File: src/verilog/pwmaux_regs.svh
// Register offsets, field positions and reset values of the PWM auxiliary control block.
// Assumes a 16-bit register port with two register indices per generator.
`ifndef PWMAUX_REGS_SVH
`define PWMAUX_REGS_SVH

`define PWMAUX_NUM_GEN        5
`define PWMAUX_ADDR_W         4
`define PWMAUX_OFF_AUX1       4'h0
`define PWMAUX_OFF_LEB1       4'h5
`define PWMAUX_OFF_STAT       4'ha
`define PWMAUX_BIT_FINE_PER   15
`define PWMAUX_BIT_FINE_DUTY  14
`define PWMAUX_BLANK_HI       11
`define PWMAUX_BLANK_LO       8
`define PWMAUX_CHOP_HI        5
`define PWMAUX_CHOP_LO        2
`define PWMAUX_BIT_CHOP_H     1
`define PWMAUX_BIT_CHOP_L     0
`define PWMAUX_AUX_WMASK      16'hcf3f
`define PWMAUX_LEB_WMASK      16'h0003
`define PWMAUX_BIT_BLANK_HST  1
`define PWMAUX_BIT_BLANK_LST  0
`define PWMAUX_AUX_RESET      16'h0000
`define PWMAUX_LEB_RESET      16'h0000
`define PWMAUX_SRC_NONE       4'h0
`define PWMAUX_SRC_LAST       4'h5

`endif
File: src/verilog/pwmaux_pkg.sv
// Types shared by the PWM auxiliary control block.
// Assumes the constants header is included by the design file.
package pwmaux_pkg;
  typedef logic [15:0] pwmaux_word_t;
  typedef logic [3:0]  pwmaux_sel_t;
endpackage : pwmaux_pkg

File: src/verilog/pwmaux_ctrl.sv
// Auxiliary control for five PWM generators: fine resolution disables, state blanking, chopping.
// Assumes raw PWM, limit and fault inputs and the chop clock come from logic on clk_sys.
`include "pwmaux_regs.svh"

// Register index map
// 0x0..0x4  auxiliary control of generators 1..5
//   bit 15 fine period off, bit 14 fine duty off
//   bits 11..8 blank source, bits 5..2 chop source
//   bit 1 high side chop enable, bit 0 low side chop enable
// 0x5..0x9  blank enables of generators 1..5
//   bit 1 blank in high state, bit 0 blank in low state
// 0xa       status, read only
//   bits 14..10 reserved blank code, bits 4..0 reserved chop code
// Other indices read zero and ignore writes
// Chopped outputs stay low while a reserved chop code is set

module pwmaux_ctrl (
  input  wire logic                         clk_sys,
  input  wire logic                         resetn,
  input  wire logic                         clk_en,
  input  wire logic [`PWMAUX_ADDR_W-1:0]    reg_addr,
  input  wire logic [15:0]                  reg_wdata,
  input  wire logic                         reg_wr,
  input  wire logic                         reg_rd,
  output logic      [15:0]                  reg_rdata,
  input  wire logic [`PWMAUX_NUM_GEN-1:0]   pwm_raw_high,
  input  wire logic [`PWMAUX_NUM_GEN-1:0]   pwm_raw_low,
  input  wire logic                         chop_clk_gen,
  input  wire logic [`PWMAUX_NUM_GEN-1:0]   cur_limit_in,
  input  wire logic [`PWMAUX_NUM_GEN-1:0]   fault_in,
  output logic      [`PWMAUX_NUM_GEN-1:0]   gen_high_output,
  output logic      [`PWMAUX_NUM_GEN-1:0]   gen_low_output,
  output logic      [`PWMAUX_NUM_GEN-1:0]   cur_limit_out,
  output logic      [`PWMAUX_NUM_GEN-1:0]   fault_out,
  output logic      [`PWMAUX_NUM_GEN-1:0]   fine_period_on,
  output logic      [`PWMAUX_NUM_GEN-1:0]   fine_duty_on
);

  pwmaux_pkg::pwmaux_word_t aux_q [`PWMAUX_NUM_GEN];
  pwmaux_pkg::pwmaux_word_t leb_q [`PWMAUX_NUM_GEN];
  logic [`PWMAUX_NUM_GEN-1:0] blank_sig;
  logic [`PWMAUX_NUM_GEN-1:0] chop_sig;
  logic [`PWMAUX_NUM_GEN-1:0] hi_d;
  logic [`PWMAUX_NUM_GEN-1:0] lo_d;
  logic [`PWMAUX_NUM_GEN-1:0] lim_d;
  logic [`PWMAUX_NUM_GEN-1:0] flt_d;
  logic [`PWMAUX_NUM_GEN-1:0] blank_err_q;
  logic [`PWMAUX_NUM_GEN-1:0] chop_err_q;

  // One control copy per generator
  genvar g;
  generate
    for (g = 0; g < `PWMAUX_NUM_GEN; g++) begin : gen_ch
      pwmaux_pkg::pwmaux_sel_t bsel;
      pwmaux_pkg::pwmaux_sel_t csel;
      logic                    blank_act;
      assign bsel = aux_q[g][`PWMAUX_BLANK_HI:`PWMAUX_BLANK_LO];
      assign csel = aux_q[g][`PWMAUX_CHOP_HI:`PWMAUX_CHOP_LO];

      // Register writes; unimplemented bits masked off
      always_ff @(posedge clk_sys) begin
        if (!resetn) begin
          aux_q[g] <= `PWMAUX_AUX_RESET;
          leb_q[g] <= `PWMAUX_LEB_RESET;
        end else if (clk_en && reg_wr) begin
          if (reg_addr == `PWMAUX_OFF_AUX1 + 4'(g)) begin
            aux_q[g] <= reg_wdata & `PWMAUX_AUX_WMASK;
          end
          if (reg_addr == `PWMAUX_OFF_LEB1 + 4'(g)) begin
            leb_q[g] <= reg_wdata & `PWMAUX_LEB_WMASK;
          end
        end
      end

      // Blank source decode; zero and reserved codes give no blanking
      always_comb begin
        blank_sig[g] = 1'b0;
        if (bsel != `PWMAUX_SRC_NONE && bsel <= `PWMAUX_SRC_LAST) begin
          blank_sig[g] = pwm_raw_high[3'(bsel - 4'h1)];
        end
      end

      // Chop source decode; zero picks the chop clock generator
      always_comb begin
        chop_sig[g] = 1'b0;
        if (csel == `PWMAUX_SRC_NONE) begin
          chop_sig[g] = chop_clk_gen;
        end else if (csel <= `PWMAUX_SRC_LAST) begin
          chop_sig[g] = pwm_raw_high[3'(csel - 4'h1)];
        end
      end

      // Blanking active in the high or low PWM state when enabled for it
      assign blank_act = blank_sig[g] &&
                         ((pwm_raw_high[g] && leb_q[g][`PWMAUX_BIT_BLANK_HST]) ||
                          (!pwm_raw_high[g] && leb_q[g][`PWMAUX_BIT_BLANK_LST]));
      assign lim_d[g] = cur_limit_in[g] && !blank_act;
      assign flt_d[g] = fault_in[g] && !blank_act;

      // Chop gating of both outputs
      assign hi_d[g] = aux_q[g][`PWMAUX_BIT_CHOP_H] ? (pwm_raw_high[g] & chop_sig[g])
                                                    : pwm_raw_high[g];
      assign lo_d[g] = aux_q[g][`PWMAUX_BIT_CHOP_L] ? (pwm_raw_low[g] & chop_sig[g])
                                                    : pwm_raw_low[g];

      // Reserved selector codes flagged for status
      always_ff @(posedge clk_sys) begin
        if (!resetn) begin
          blank_err_q[g] <= 1'b0;
          chop_err_q[g]  <= 1'b0;
        end else if (clk_en) begin
          blank_err_q[g] <= bsel > `PWMAUX_SRC_LAST;
          chop_err_q[g]  <= csel > `PWMAUX_SRC_LAST;
        end
      end

      // Registered output stage
      always_ff @(posedge clk_sys) begin
        if (!resetn) begin
          gen_high_output[g] <= 1'b0;
          gen_low_output[g]  <= 1'b0;
          cur_limit_out[g]   <= 1'b0;
          fault_out[g]       <= 1'b0;
          fine_period_on[g]  <= 1'b1;
          fine_duty_on[g]    <= 1'b1;
        end else if (clk_en) begin
          gen_high_output[g] <= hi_d[g];
          gen_low_output[g]  <= lo_d[g];
          cur_limit_out[g]   <= lim_d[g];
          fault_out[g]       <= flt_d[g];
          fine_period_on[g]  <= !aux_q[g][`PWMAUX_BIT_FINE_PER];
          fine_duty_on[g]    <= !aux_q[g][`PWMAUX_BIT_FINE_DUTY];
        end
      end

      // Chopped high output follows PWM and chop one cycle later
      chk_chop_high_gate: assert property (@(posedge clk_sys) disable iff (!resetn)
        clk_en && aux_q[g][`PWMAUX_BIT_CHOP_H] && !chop_sig[g] && $past(clk_en) ##1 clk_en |-> !gen_high_output[g])
        else $error("high output active while chop low");
      chk_chop_low_gate: assert property (@(posedge clk_sys) disable iff (!resetn)
        clk_en && aux_q[g][`PWMAUX_BIT_CHOP_L] && pwm_raw_low[g] && chop_sig[g] |=> gen_low_output[g] || !clk_en)
        else $error("low output lost while both high");
      chk_pass_high: assert property (@(posedge clk_sys) disable iff (!resetn)
        clk_en && !aux_q[g][`PWMAUX_BIT_CHOP_H] |=> !$past(clk_en) || gen_high_output[g] == $past(pwm_raw_high[g]))
        else $error("unchopped high output differs");
      chk_blank_none: assert property (@(posedge clk_sys) disable iff (!resetn)
        clk_en && bsel == `PWMAUX_SRC_NONE && fault_in[g] |=> fault_out[g] || !$past(clk_en))
        else $error("fault masked with no blank source");
      chk_blank_mask: assert property (@(posedge clk_sys) disable iff (!resetn)
        clk_en && blank_sig[g] && pwm_raw_high[g] && leb_q[g][`PWMAUX_BIT_BLANK_HST] |=> !cur_limit_out[g] && !fault_out[g])
        else $error("limit not blanked in high state");
      chk_blank_gated: assert property (@(posedge clk_sys) disable iff (!resetn)
        clk_en && leb_q[g][1:0] == 2'b00 && cur_limit_in[g] |=> cur_limit_out[g])
        else $error("limit masked without blank enable");
      chk_fine_period: assert property (@(posedge clk_sys) disable iff (!resetn)
        clk_en ##1 clk_en |-> fine_period_on[g] != $past(aux_q[g][`PWMAUX_BIT_FINE_PER]))
        else $error("fine period enable wrong");
      chk_fine_duty: assert property (@(posedge clk_sys) disable iff (!resetn)
        clk_en ##1 clk_en |-> fine_duty_on[g] != $past(aux_q[g][`PWMAUX_BIT_FINE_DUTY]))
        else $error("fine duty enable wrong");
      chk_chop_internal: assert property (@(posedge clk_sys) disable iff (!resetn)
        csel == `PWMAUX_SRC_NONE |-> chop_sig[g] == chop_clk_gen)
        else $error("internal chop clock not selected");
      chk_src_decode: assert property (@(posedge clk_sys) disable iff (!resetn)
        csel == 4'h3 && bsel == 4'h5 |-> chop_sig[g] == pwm_raw_high[2] && blank_sig[g] == pwm_raw_high[4])
        else $error("source decode wrong");
      chk_unimpl_zero: assert property (@(posedge clk_sys) disable iff (!resetn)
        (aux_q[g] & ~`PWMAUX_AUX_WMASK) == 16'h0000)
        else $error("unimplemented bits set");

      // Chop gate: chopped output only while both PWM and chop signal are high; unchopped low output follows PWM
      chk_chop_high_and: assert property (@(posedge clk_sys) disable iff (!resetn)
        clk_en && aux_q[g][`PWMAUX_BIT_CHOP_H]
        |=> gen_high_output[g] == ($past(pwm_raw_high[g]) && $past(chop_sig[g])))
        else $error("chopped high output wrong");
      chk_chop_low_and: assert property (@(posedge clk_sys) disable iff (!resetn)
        clk_en && aux_q[g][`PWMAUX_BIT_CHOP_L]
        |=> gen_low_output[g] == ($past(pwm_raw_low[g]) && $past(chop_sig[g])))
        else $error("chopped low output wrong");
      chk_chop_low_off: assert property (@(posedge clk_sys) disable iff (!resetn)
        clk_en && aux_q[g][`PWMAUX_BIT_CHOP_L] && !chop_sig[g]
        |=> !gen_low_output[g])
        else $error("low output active while chop low");
      chk_pass_low: assert property (@(posedge clk_sys) disable iff (!resetn)
        clk_en && !aux_q[g][`PWMAUX_BIT_CHOP_L]
        |=> gen_low_output[g] == $past(pwm_raw_low[g]))
        else $error("unchopped low output differs");
      chk_chop_high_on: assert property (@(posedge clk_sys) disable iff (!resetn)
        clk_en && aux_q[g][`PWMAUX_BIT_CHOP_H] && chop_sig[g] && pwm_raw_high[g]
        |=> gen_high_output[g])
        else $error("high output lost while both high");

      // Blanking only in the enabled PWM state
      chk_blank_low_state: assert property (@(posedge clk_sys) disable iff (!resetn)
        clk_en && blank_sig[g] && !pwm_raw_high[g] && leb_q[g][`PWMAUX_BIT_BLANK_LST]
        |=> !cur_limit_out[g] && !fault_out[g])
        else $error("inputs not blanked in low state");
      chk_blank_hst_off: assert property (@(posedge clk_sys) disable iff (!resetn)
        clk_en && pwm_raw_high[g] && !leb_q[g][`PWMAUX_BIT_BLANK_HST] && cur_limit_in[g]
        |=> cur_limit_out[g])
        else $error("limit blanked in high state without enable");
      chk_blank_lst_off: assert property (@(posedge clk_sys) disable iff (!resetn)
        clk_en && !pwm_raw_high[g] && !leb_q[g][`PWMAUX_BIT_BLANK_LST] && fault_in[g]
        |=> fault_out[g])
        else $error("fault blanked in low state without enable");

      // Masking can only remove an input, never create one
      chk_limit_no_src: assert property (@(posedge clk_sys) disable iff (!resetn)
        clk_en && !cur_limit_in[g]
        |=> !cur_limit_out[g])
        else $error("limit output without input");
      chk_fault_no_src: assert property (@(posedge clk_sys) disable iff (!resetn)
        clk_en && !fault_in[g]
        |=> !fault_out[g])
        else $error("fault output without input");
      chk_fault_unblanked: assert property (@(posedge clk_sys) disable iff (!resetn)
        clk_en && !blank_sig[g] && fault_in[g]
        |=> fault_out[g])
        else $error("fault masked with blank signal low");

      // Source decodes, end points and reserved codes
      chk_blank_zero: assert property (@(posedge clk_sys) disable iff (!resetn)
        bsel == `PWMAUX_SRC_NONE
        |-> !blank_sig[g])
        else $error("blank signal with source zero");
      chk_blank_reserved: assert property (@(posedge clk_sys) disable iff (!resetn)
        bsel > `PWMAUX_SRC_LAST
        |-> !blank_sig[g])
        else $error("blank signal from reserved code");
      chk_blank_first: assert property (@(posedge clk_sys) disable iff (!resetn)
        bsel == 4'h1
        |-> blank_sig[g] == pwm_raw_high[0])
        else $error("blank source one wrong");
      chk_chop_reserved: assert property (@(posedge clk_sys) disable iff (!resetn)
        csel > `PWMAUX_SRC_LAST
        |-> !chop_sig[g])
        else $error("chop signal from reserved code");
      chk_chop_first: assert property (@(posedge clk_sys) disable iff (!resetn)
        csel == 4'h1
        |-> chop_sig[g] == pwm_raw_high[0])
        else $error("chop source one wrong");
      chk_chop_fifth: assert property (@(posedge clk_sys) disable iff (!resetn)
        csel == 4'h5
        |-> chop_sig[g] == pwm_raw_high[4])
        else $error("chop source five wrong");

      // Reset state and register access of this copy
      chk_reset_state: assert property (@(posedge clk_sys)
        !resetn
        |=> aux_q[g] == `PWMAUX_AUX_RESET && fine_period_on[g] && fine_duty_on[g])
        else $error("reset state wrong");
      chk_aux_readback: assert property (@(posedge clk_sys) disable iff (!resetn)
        clk_en && reg_rd && reg_addr == `PWMAUX_OFF_AUX1 + 4'(g)
        |=> reg_rdata == $past(aux_q[g]))
        else $error("auxiliary read data wrong");
      chk_write_lands: assert property (@(posedge clk_sys) disable iff (!resetn)
        clk_en && reg_wr && reg_addr == `PWMAUX_OFF_AUX1 + 4'(g)
        |=> aux_q[g] == ($past(reg_wdata) & `PWMAUX_AUX_WMASK))
        else $error("auxiliary write wrong");
    end
  endgenerate

  // Read data one cycle after the read strobe
  always_ff @(posedge clk_sys) begin
    if (!resetn) begin
      reg_rdata <= 16'h0000;
    end else if (clk_en) begin
      reg_rdata <= 16'h0000;
      if (reg_rd) begin
        for (int i = 0; i < `PWMAUX_NUM_GEN; i++) begin
          if (reg_addr == `PWMAUX_OFF_AUX1 + 4'(i)) begin
            reg_rdata <= aux_q[i];
          end
          if (reg_addr == `PWMAUX_OFF_LEB1 + 4'(i)) begin
            reg_rdata <= leb_q[i];
          end
        end
        if (reg_addr == `PWMAUX_OFF_STAT) begin
          reg_rdata <= {1'b0, blank_err_q, 5'h00, chop_err_q};
        end
      end
    end
  end

  // Read data stands one cycle only; unmapped indices read zero
  chk_rdata_idle: assert property (@(posedge clk_sys) disable iff (!resetn)
    clk_en && !reg_rd
    |=> reg_rdata == 16'h0000)
    else $error("read data without read strobe");
  chk_unmapped_zero: assert property (@(posedge clk_sys) disable iff (!resetn)
    clk_en && reg_rd && reg_addr > `PWMAUX_OFF_STAT
    |=> reg_rdata == 16'h0000)
    else $error("unmapped index reads nonzero");

endmodule // pwmaux_ctrl

File: config.mk
export PLATFORM = sky130hd
export DESIGN_NAME = pwmaux_ctrl
export DESIGN_NICKNAME = d
export VERILOG_FILES = /design/src/verilog/pwmaux_pkg.sv /design/src/verilog/pwmaux_ctrl.sv
export VERILOG_INCLUDE_DIRS = /design/src /design/src/verilog
export SDC_FILE = /design/constraint.sdc
export NUM_CORES = 1
export LEC_CHECK = 0
export BUFFER_PORTS_ARGS = -buffer_cell sky130_fd_sc_hd__buf_2
export CAP_MARGIN = 10
export CORE_MARGIN = 8
export CORE_UTILIZATION = 60
export CTS_CLUSTER_DIAMETER = 60
export DETAILED_ROUTE_END_ITERATION = 10
export HOLD_SLACK_MARGIN = 0.05
export PLACE_DENSITY = 0.8
export SLEW_MARGIN = 20
export SYNTH_ARGS = -nofsm -noshare
export SYNTH_HDL_FRONTEND = slang
export SYNTH_SLANG_ARGS = --single-unit
File: constraint.sdc
create_clock -name clk_sys -period 3.98 [get_ports clk_sys]
set_input_delay 0.597 -clock clk_sys [delete_from_list [all_inputs] [get_ports clk_sys]]
set_output_delay 0.597 -clock clk_sys [all_outputs]
set_load 0.02 [all_outputs]
==> impl_results.md, run 1 <==
- Post-synth top cells: edfxtp_1, and2_1, nand2_1
- Synth unique cells: 55
- Post-CTS setup buffer count: 0
- Fmax: 0.438 GHz
- Layout Skew: 0.00893 ns
- Worst setup path start: reg_addr[0]
- Hold Slack: 0.279 ns
- Rows: 38
- Finished Core Util: 0.712
- Final hold violation count: 0
- Leakage power: 3.10 nW
- Outcome: finished clean
- Final Setup Violations: 0
- Synthesis Warnings: 0
- Tightest Pin Transition: 0.984 ns
- WS Path Type: in2reg
- Cts hold-fix bufs: 0
- CTS tree: built
- Critical-path cell list: buf_2 > nand2b_1 > nor2_1 > and2_1
- Die width: 121 µm
- Initial antenna violation count: 0
- PwrDens: 443 nW/µm²
- Slowest-stage cell, CP: nor2_1
- Diode count: 0
- Crit Path Max Fanout: 39
- EDFF count, synth: 70
- DRC viols: 0
- P&R area growth vs syn: 16.8%
- Seq/Total Area, Yosys: 0.484
- Clock Sinks: 124
- Area occupied by multi-input gates: 3120 µm²
- Detail Route Antenna Nets: 0
- GRT Total Usage: 0.269
- Worst Path Arrival: 2.67 ns
- Clock tree root driver cell: clkbuf_8
- Yosys reg bits: 124
- Wire length per cell: 22.0 µm
- Final cell count without fillers: 881
- Clock tree buffer depth: 2
- Clock Latency Late Sink: 0.53 ns
- Post-cts repair resize count: 0
- Post-Syn Area: 6580 µm²
- Total power: 3.41 mW
- Worst setup EP type: flip-flop
- Vias in the first global route: 5,689
- Filler cell count: 733
- Final period util: 0.573
- GRT overflow: 0
- Synth area leader: edfxtp_1
- Share of flip-flops with an asynchronous set or reset: 0
- Critical Path Start Type: input pin
- Sequential cell area: 3180 µm²
- Critical path data required time: 4.37 ns
- Fin Setup TNS: 0 ns
- Hold Path Origin: cur_limit_in[2]
- Period minus WS final: 2.28 ns
- Io pins: 92
- Post-Layout Inst Area: 7690 µm²
- Initial core utilization: 0.610
- Worst IR Drop VDD: 0.000465 V
- Via density: 6.42
- Most used DFF post-synth: edfxtp_1
- Fin nets: 799
- RSZ-0062 raised after global routing: no
- Worst slack, placed: 1.26 ns
- Chip height: 121 µm
- Fraction of layout cells with a size suffix above 1: 0.202
- Mapped Avg Cell Area: 10.2 µm²
- Most frequent cell after synthesis: edfxtp_1
- Mapped Cells: 648
- Pin count of the biggest net entering global routing: 53
- Setup WS post-layout: 1.70 ns
- First-pass GRT wire length: 29.9 mm
- Placed Cells: 849
- Worst Hold Class: in2reg
- Max transition margin: 0.342
- Yosys top cell area share: 0.319
- DR vias: 5,652
- Count of pins over their slew limit: 0
- TritonCTS Buffers: 17
- Placed Area: 7110 µm²
- Full die area: 14,600 µm²
- Final GP Congestion: 0.988
- DRT iter0 DRCs: 802
- Final HPWL DP: 13.7 mm
- WL final: 19.4 mm
- Max_cap viols: 0
- Core area: 10,800 µm²
- H-Tree Depth: 4
- Crit-path max cell delay: 0.83 ns
- DRT Pass-1 Iters: 6
- Worst r2r src: aux_q[2][2]
- Clock Pin Slew Worst Setup and Hold Paths: 0.06 ns
- PortBufs: 85
- Synth area leaders: edfxtp_1, dfxtp_1, and2_1, ha_1, nand2_1
placed cells by master (no fill, tap or decap), types with 6 or more instances in the layout:
cell       count
mux2_2         9
o21ai_1       11
a21oi_1       40
o31ai_1       12
o21ai_0       32
inv_1         25
edfxtp_1      70
clkbuf_16     16
nor3_1        12
nand2_1       57
mux2i_1        7
mux4_2         9
a22oi_1       16
a31oi_1        9
dfxtp_1       54
nor2_1        34
buf_2         85
nor2b_1       15
a22o_1        19
and2_1        63
o211ai_1       6
buf_4         14
nand2b_1       9
ha_1          25
nand3_1       11
routing by layer:
metal / global-route usage / share of wire
met1: 0.324 / 0.37
met2: 0.424 / 0.47
met3: 0.0685 / 0.12
met4: 0.166 / 0.048
met5: 0 / 0
state kept, by name, indices dropped and copies added (netlist names):
signal	count
aux_q	60
fine_duty_on	5
blank_err_q	5
chop_err_q	5
fine_period_on	5
cur_limit_out	5
gen_high_output	5
gen_low_output	5
leb_q	10
fault_out	5
reg_rdata	14
path summary, 6_finish.rpt:
kind                             end  slack [ns]  cells after the start
setup / recovery         aux_q[1][6]        1.70                      4
hold reg to reg    gen_low_output[2]        0.46                      1
hold / removal      cur_limit_out[2]        0.28                      2
setup reg to reg  gen_high_output[2]        1.97                      7
power breakdown:
group          switching [mW]  leakage (nW)  internal [mW]
logic                   0.257          1.71          0.157
clock network           0.581         0.283          0.930
registers              0.0564          1.11           1.42
total                   0.895          3.10           2.51
logic make-up (layout without fill, tap and decap cells):
kind of cell	Yosys count	after routing	synth area share
AO/OA/AOI/OAI	178	178	0.178
XOR/XNOR	6	6	0.00799
adder cells (fa/ha/maj)	25	25	0.0475
buffers and inverters	65	157	0.0428
flip-flops	124	124	0.484
multiplexers	29	29	0.0637
other	1	2	0.000570
AND/OR/NAND/NOR	220	220	0.176
layout make-up:
type,instances,share of cell area
well taps,140,0.0228
flip-flops and latches,124,0.414
inverters,26,0.0127
clock inverters,12,0.0177
clock buffers,20,0.0579
multi-input cells,460,0.406
repair buffers,99,0.0690
worst max-delay path, delay by kind of cell:
| family | cells | cell delay [ns] |
|---|---|---|
| simple gates | 3 | 1.40 |
| buf+inv | 1 | 0.64 |
Note: power is estimated with default switching activity, not from simulation.
==> run 2: changes to the inputs <==
- CORE_UTILIZATION: 60 -> 52
- PLACE_DENSITY: 0.8 -> 0.73
- clock period: 3.98 -> 1.9 ns (I/O delays scaled with it)
==> impl_results.md, run 2 (same netlist as run 1, synthesis figures left out) <==
- Outcome: finished clean
- Slowest-stage cell, CP: edfxtp_1
- Reg power frac: 0.424
- Most frequent cells in the layout: buf_2, edfxtp_1, buf_4, and2_1, nand2_1
- DRT Pass-1 Iters: 6
- H-Tree Depth: 4
- Diode count: 0
- Worst Path Arrival: 2.19 ns
- Final GP Congestion: 0.968
- Post-Layout Inst Area: 8240 µm²
- Placed Cells: 934
- Commonest non-fill, non-tap cell in the layout: buf_2
- Worst setup path start: aux_q[2][2]
- Max transition margin: 0.298
- Core area: 12,500 µm²
- Via density: 5.90
- Fmax: 0.534 GHz
- Final cell count without fillers: 968
- Clock tree root driver cell: clkbuf_16
- Total net switching power: 1.87 mW
- Clock tree buffer depth: 2
- WS Path Type: reg2reg
- Fin Setup TNS: 0 ns
- Final Setup Violations: 0
- Io pins: 92
- Critical-path cell list: inv_2 > ha_4 > mux4_2 > a22oi_2 > a22o_1 > o21ai_1 > a32o_1
- Pin count of the biggest net entering global routing: 52
- Setup WS post-layout: 0.0286 ns
- PortBufs: 85
- Total power: 7.30 mW
- Clock power share: 0.439
- CP endpoint: gen_high_output[2]
- Worst IR Drop VDD: 0.000671 V
- Worst setup EP type: flip-flop
- Filler cell count: 1,001
- DRC viols: 0
- Crit-path max cell delay: 0.42 ns
- Clock Pin Slew Worst Setup and Hold Paths: 0.06 ns
- Sw Share: 0.256
- Leakage power: 3.40 nW
- Worst Hold Class: in2reg
- Final period util: 0.985
- Clock Latency Late Sink: 0.43 ns
- Count of pins over their slew limit: 0
- Met3 Use GR: 0.0625
- WL final: 20.0 mm
- Largest regs: aux_q x60, reg_rdata x14, leb_q x10
- Met2 Track Usage GR: 0.387
- Layout Skew: 0.00617 ns
- PwrDens: 885 nW/µm²
- TritonCTS Buffers: 17
- Detail Route Antenna Nets: 0
- Final hold violation count: 0
- Hold Slack: 0.0668 ns
- Initial core utilization: 0.528
- DR vias: 5,711
- Crit Path Max Fanout: 2
- CTS tree: built
- Final HPWL DP: 15.1 mm
- First-pass GRT wire length: 30.0 mm
- Gr busiest metal: met2
- Placed Area: 7550 µm²
- Initial antenna violation count: 0
- Period minus WS final: 1.87 ns
- Vias in the first global route: 5,578
- R2r endpoint: gen_high_output[2]
- Die width: 128 µm
- Critical path data required time: 2.22 ns
- R2R cell count: 7
- Full die area: 16,500 µm²
- Biggest register: aux_q
- Max_cap viols: 0
- GRT Total Usage: 0.245
- Tightest Pin Transition: 1.05 ns
- R2R Setup Slk: 0.03 ns
- GRT overflow: 0
- Worst r2r src: aux_q[2][2]
- Max FFs per register: 60
- Fraction of layout cells with a size suffix above 1: 0.274
- P&R area growth vs syn: 25.3%
- Clock Sinks: 124
- Chip height: 128 µm
- Cts hold-fix bufs: 0
- Finished Core Util: 0.661
- Worst slack, placed: -0.161 ns
- Rows: 41
- Comb power frac: 0.136
- Fin nets: 854
- DRT iter0 DRCs: 480
- Wire length per cell: 20.7 µm
- Critical Path Start Type: flip-flop
- Cell internal pwr: 5.43 mW
- GR Util met1: 0.306
-- run 2: changes by cell type in the layout (fill, tap and decap cells not counted), moves of 3 or more --
cell / previous run / this run
o21ai_2: 0 / 4
ha_1: 25 / 22
clkbuf_1: 1 / 4
inv_1: 25 / 21
clkinv_4: 3 / 0
inv_2: 0 / 4
clkbuf_8: 3 / 6
buf_4: 14 / 68
ha_4: 0 / 3
clkbuf_16: 16 / 19
o21ai_0: 32 / 27
-- run 2: power groups by stage --
stage                     combinational [mW]  clock [mW]  sequential [mW]
after detailed placement               0.944           0             3.15
final                                  0.995        3.21             3.10
after global placement                 0.913           0             3.14
after global routing                    1.06        3.35             3.11
after floorplan                        0.517           0             3.17
after CTS                              0.954        3.21             3.09
-- run 2: worst min-delay path by stage --
| stage | depth (start not counted) | slack [ns] | end | from |
|---|---|---|---|---|
| finish | 2 | 0.07 | fault_out[1] | fault_in[1] |
| global route | 2 | 0.06 | fault_out[1] | fault_in[1] |
| CTS | 2 | 0.06 | fault_out[1] | fault_in[1] |
| detailed placement | 2 | 0.46 | gen_low_output[4] | gen_low_output[4] |
| global placement | 2 | 0.44 | gen_low_output[0] | gen_low_output[0] |
| floorplan | 1 | 0.41 | cur_limit_out[0] | cur_limit_in[0] |
-- run 2: cell type report --
class | count | area [µm²] | share of cell area
sequential | 124 | 3180 | 0.386
clock buffer | 29 | 573 | 0.0695
clock inverter | 3 | 17.5 | 0.00213
tap | 172 | 215 | 0.0261
inverter | 26 | 97.6 | 0.0118
timing repair buffer | 154 | 947 | 0.115
multi-input combinational | 460 | 3210 | 0.389
-- run 2: critical path, delay by kind of cell, from the launching register on --
kind / cells / cell delay (ns)
buffers and inverters: 1 / 0.10
multiplexers: 1 / 0.32
flip-flops: 1 / 0.42
adder cells (fa/ha/maj): 1 / 0.21
AO/OA/AOI/OAI: 4 / 0.73
-- run 2: timing repair --
item / CTS / global route
setup buffers: 1 / 1
gates resized for setup: 1 / 16
endpoints found under the hold margin: 0 / 0
gates cloned: 0 / 0
pin swaps: 1 / 4
endpoints found under the setup margin: 3 / 8
-- run 2: per-layer routing --
layer / up-vias / part of all wire
met5: - / 0
met4: 0 / 0.034
met3: 45 / 0.089
met2: 276 / 0.47
met1: 2756 / 0.41
li1: 2634 / -
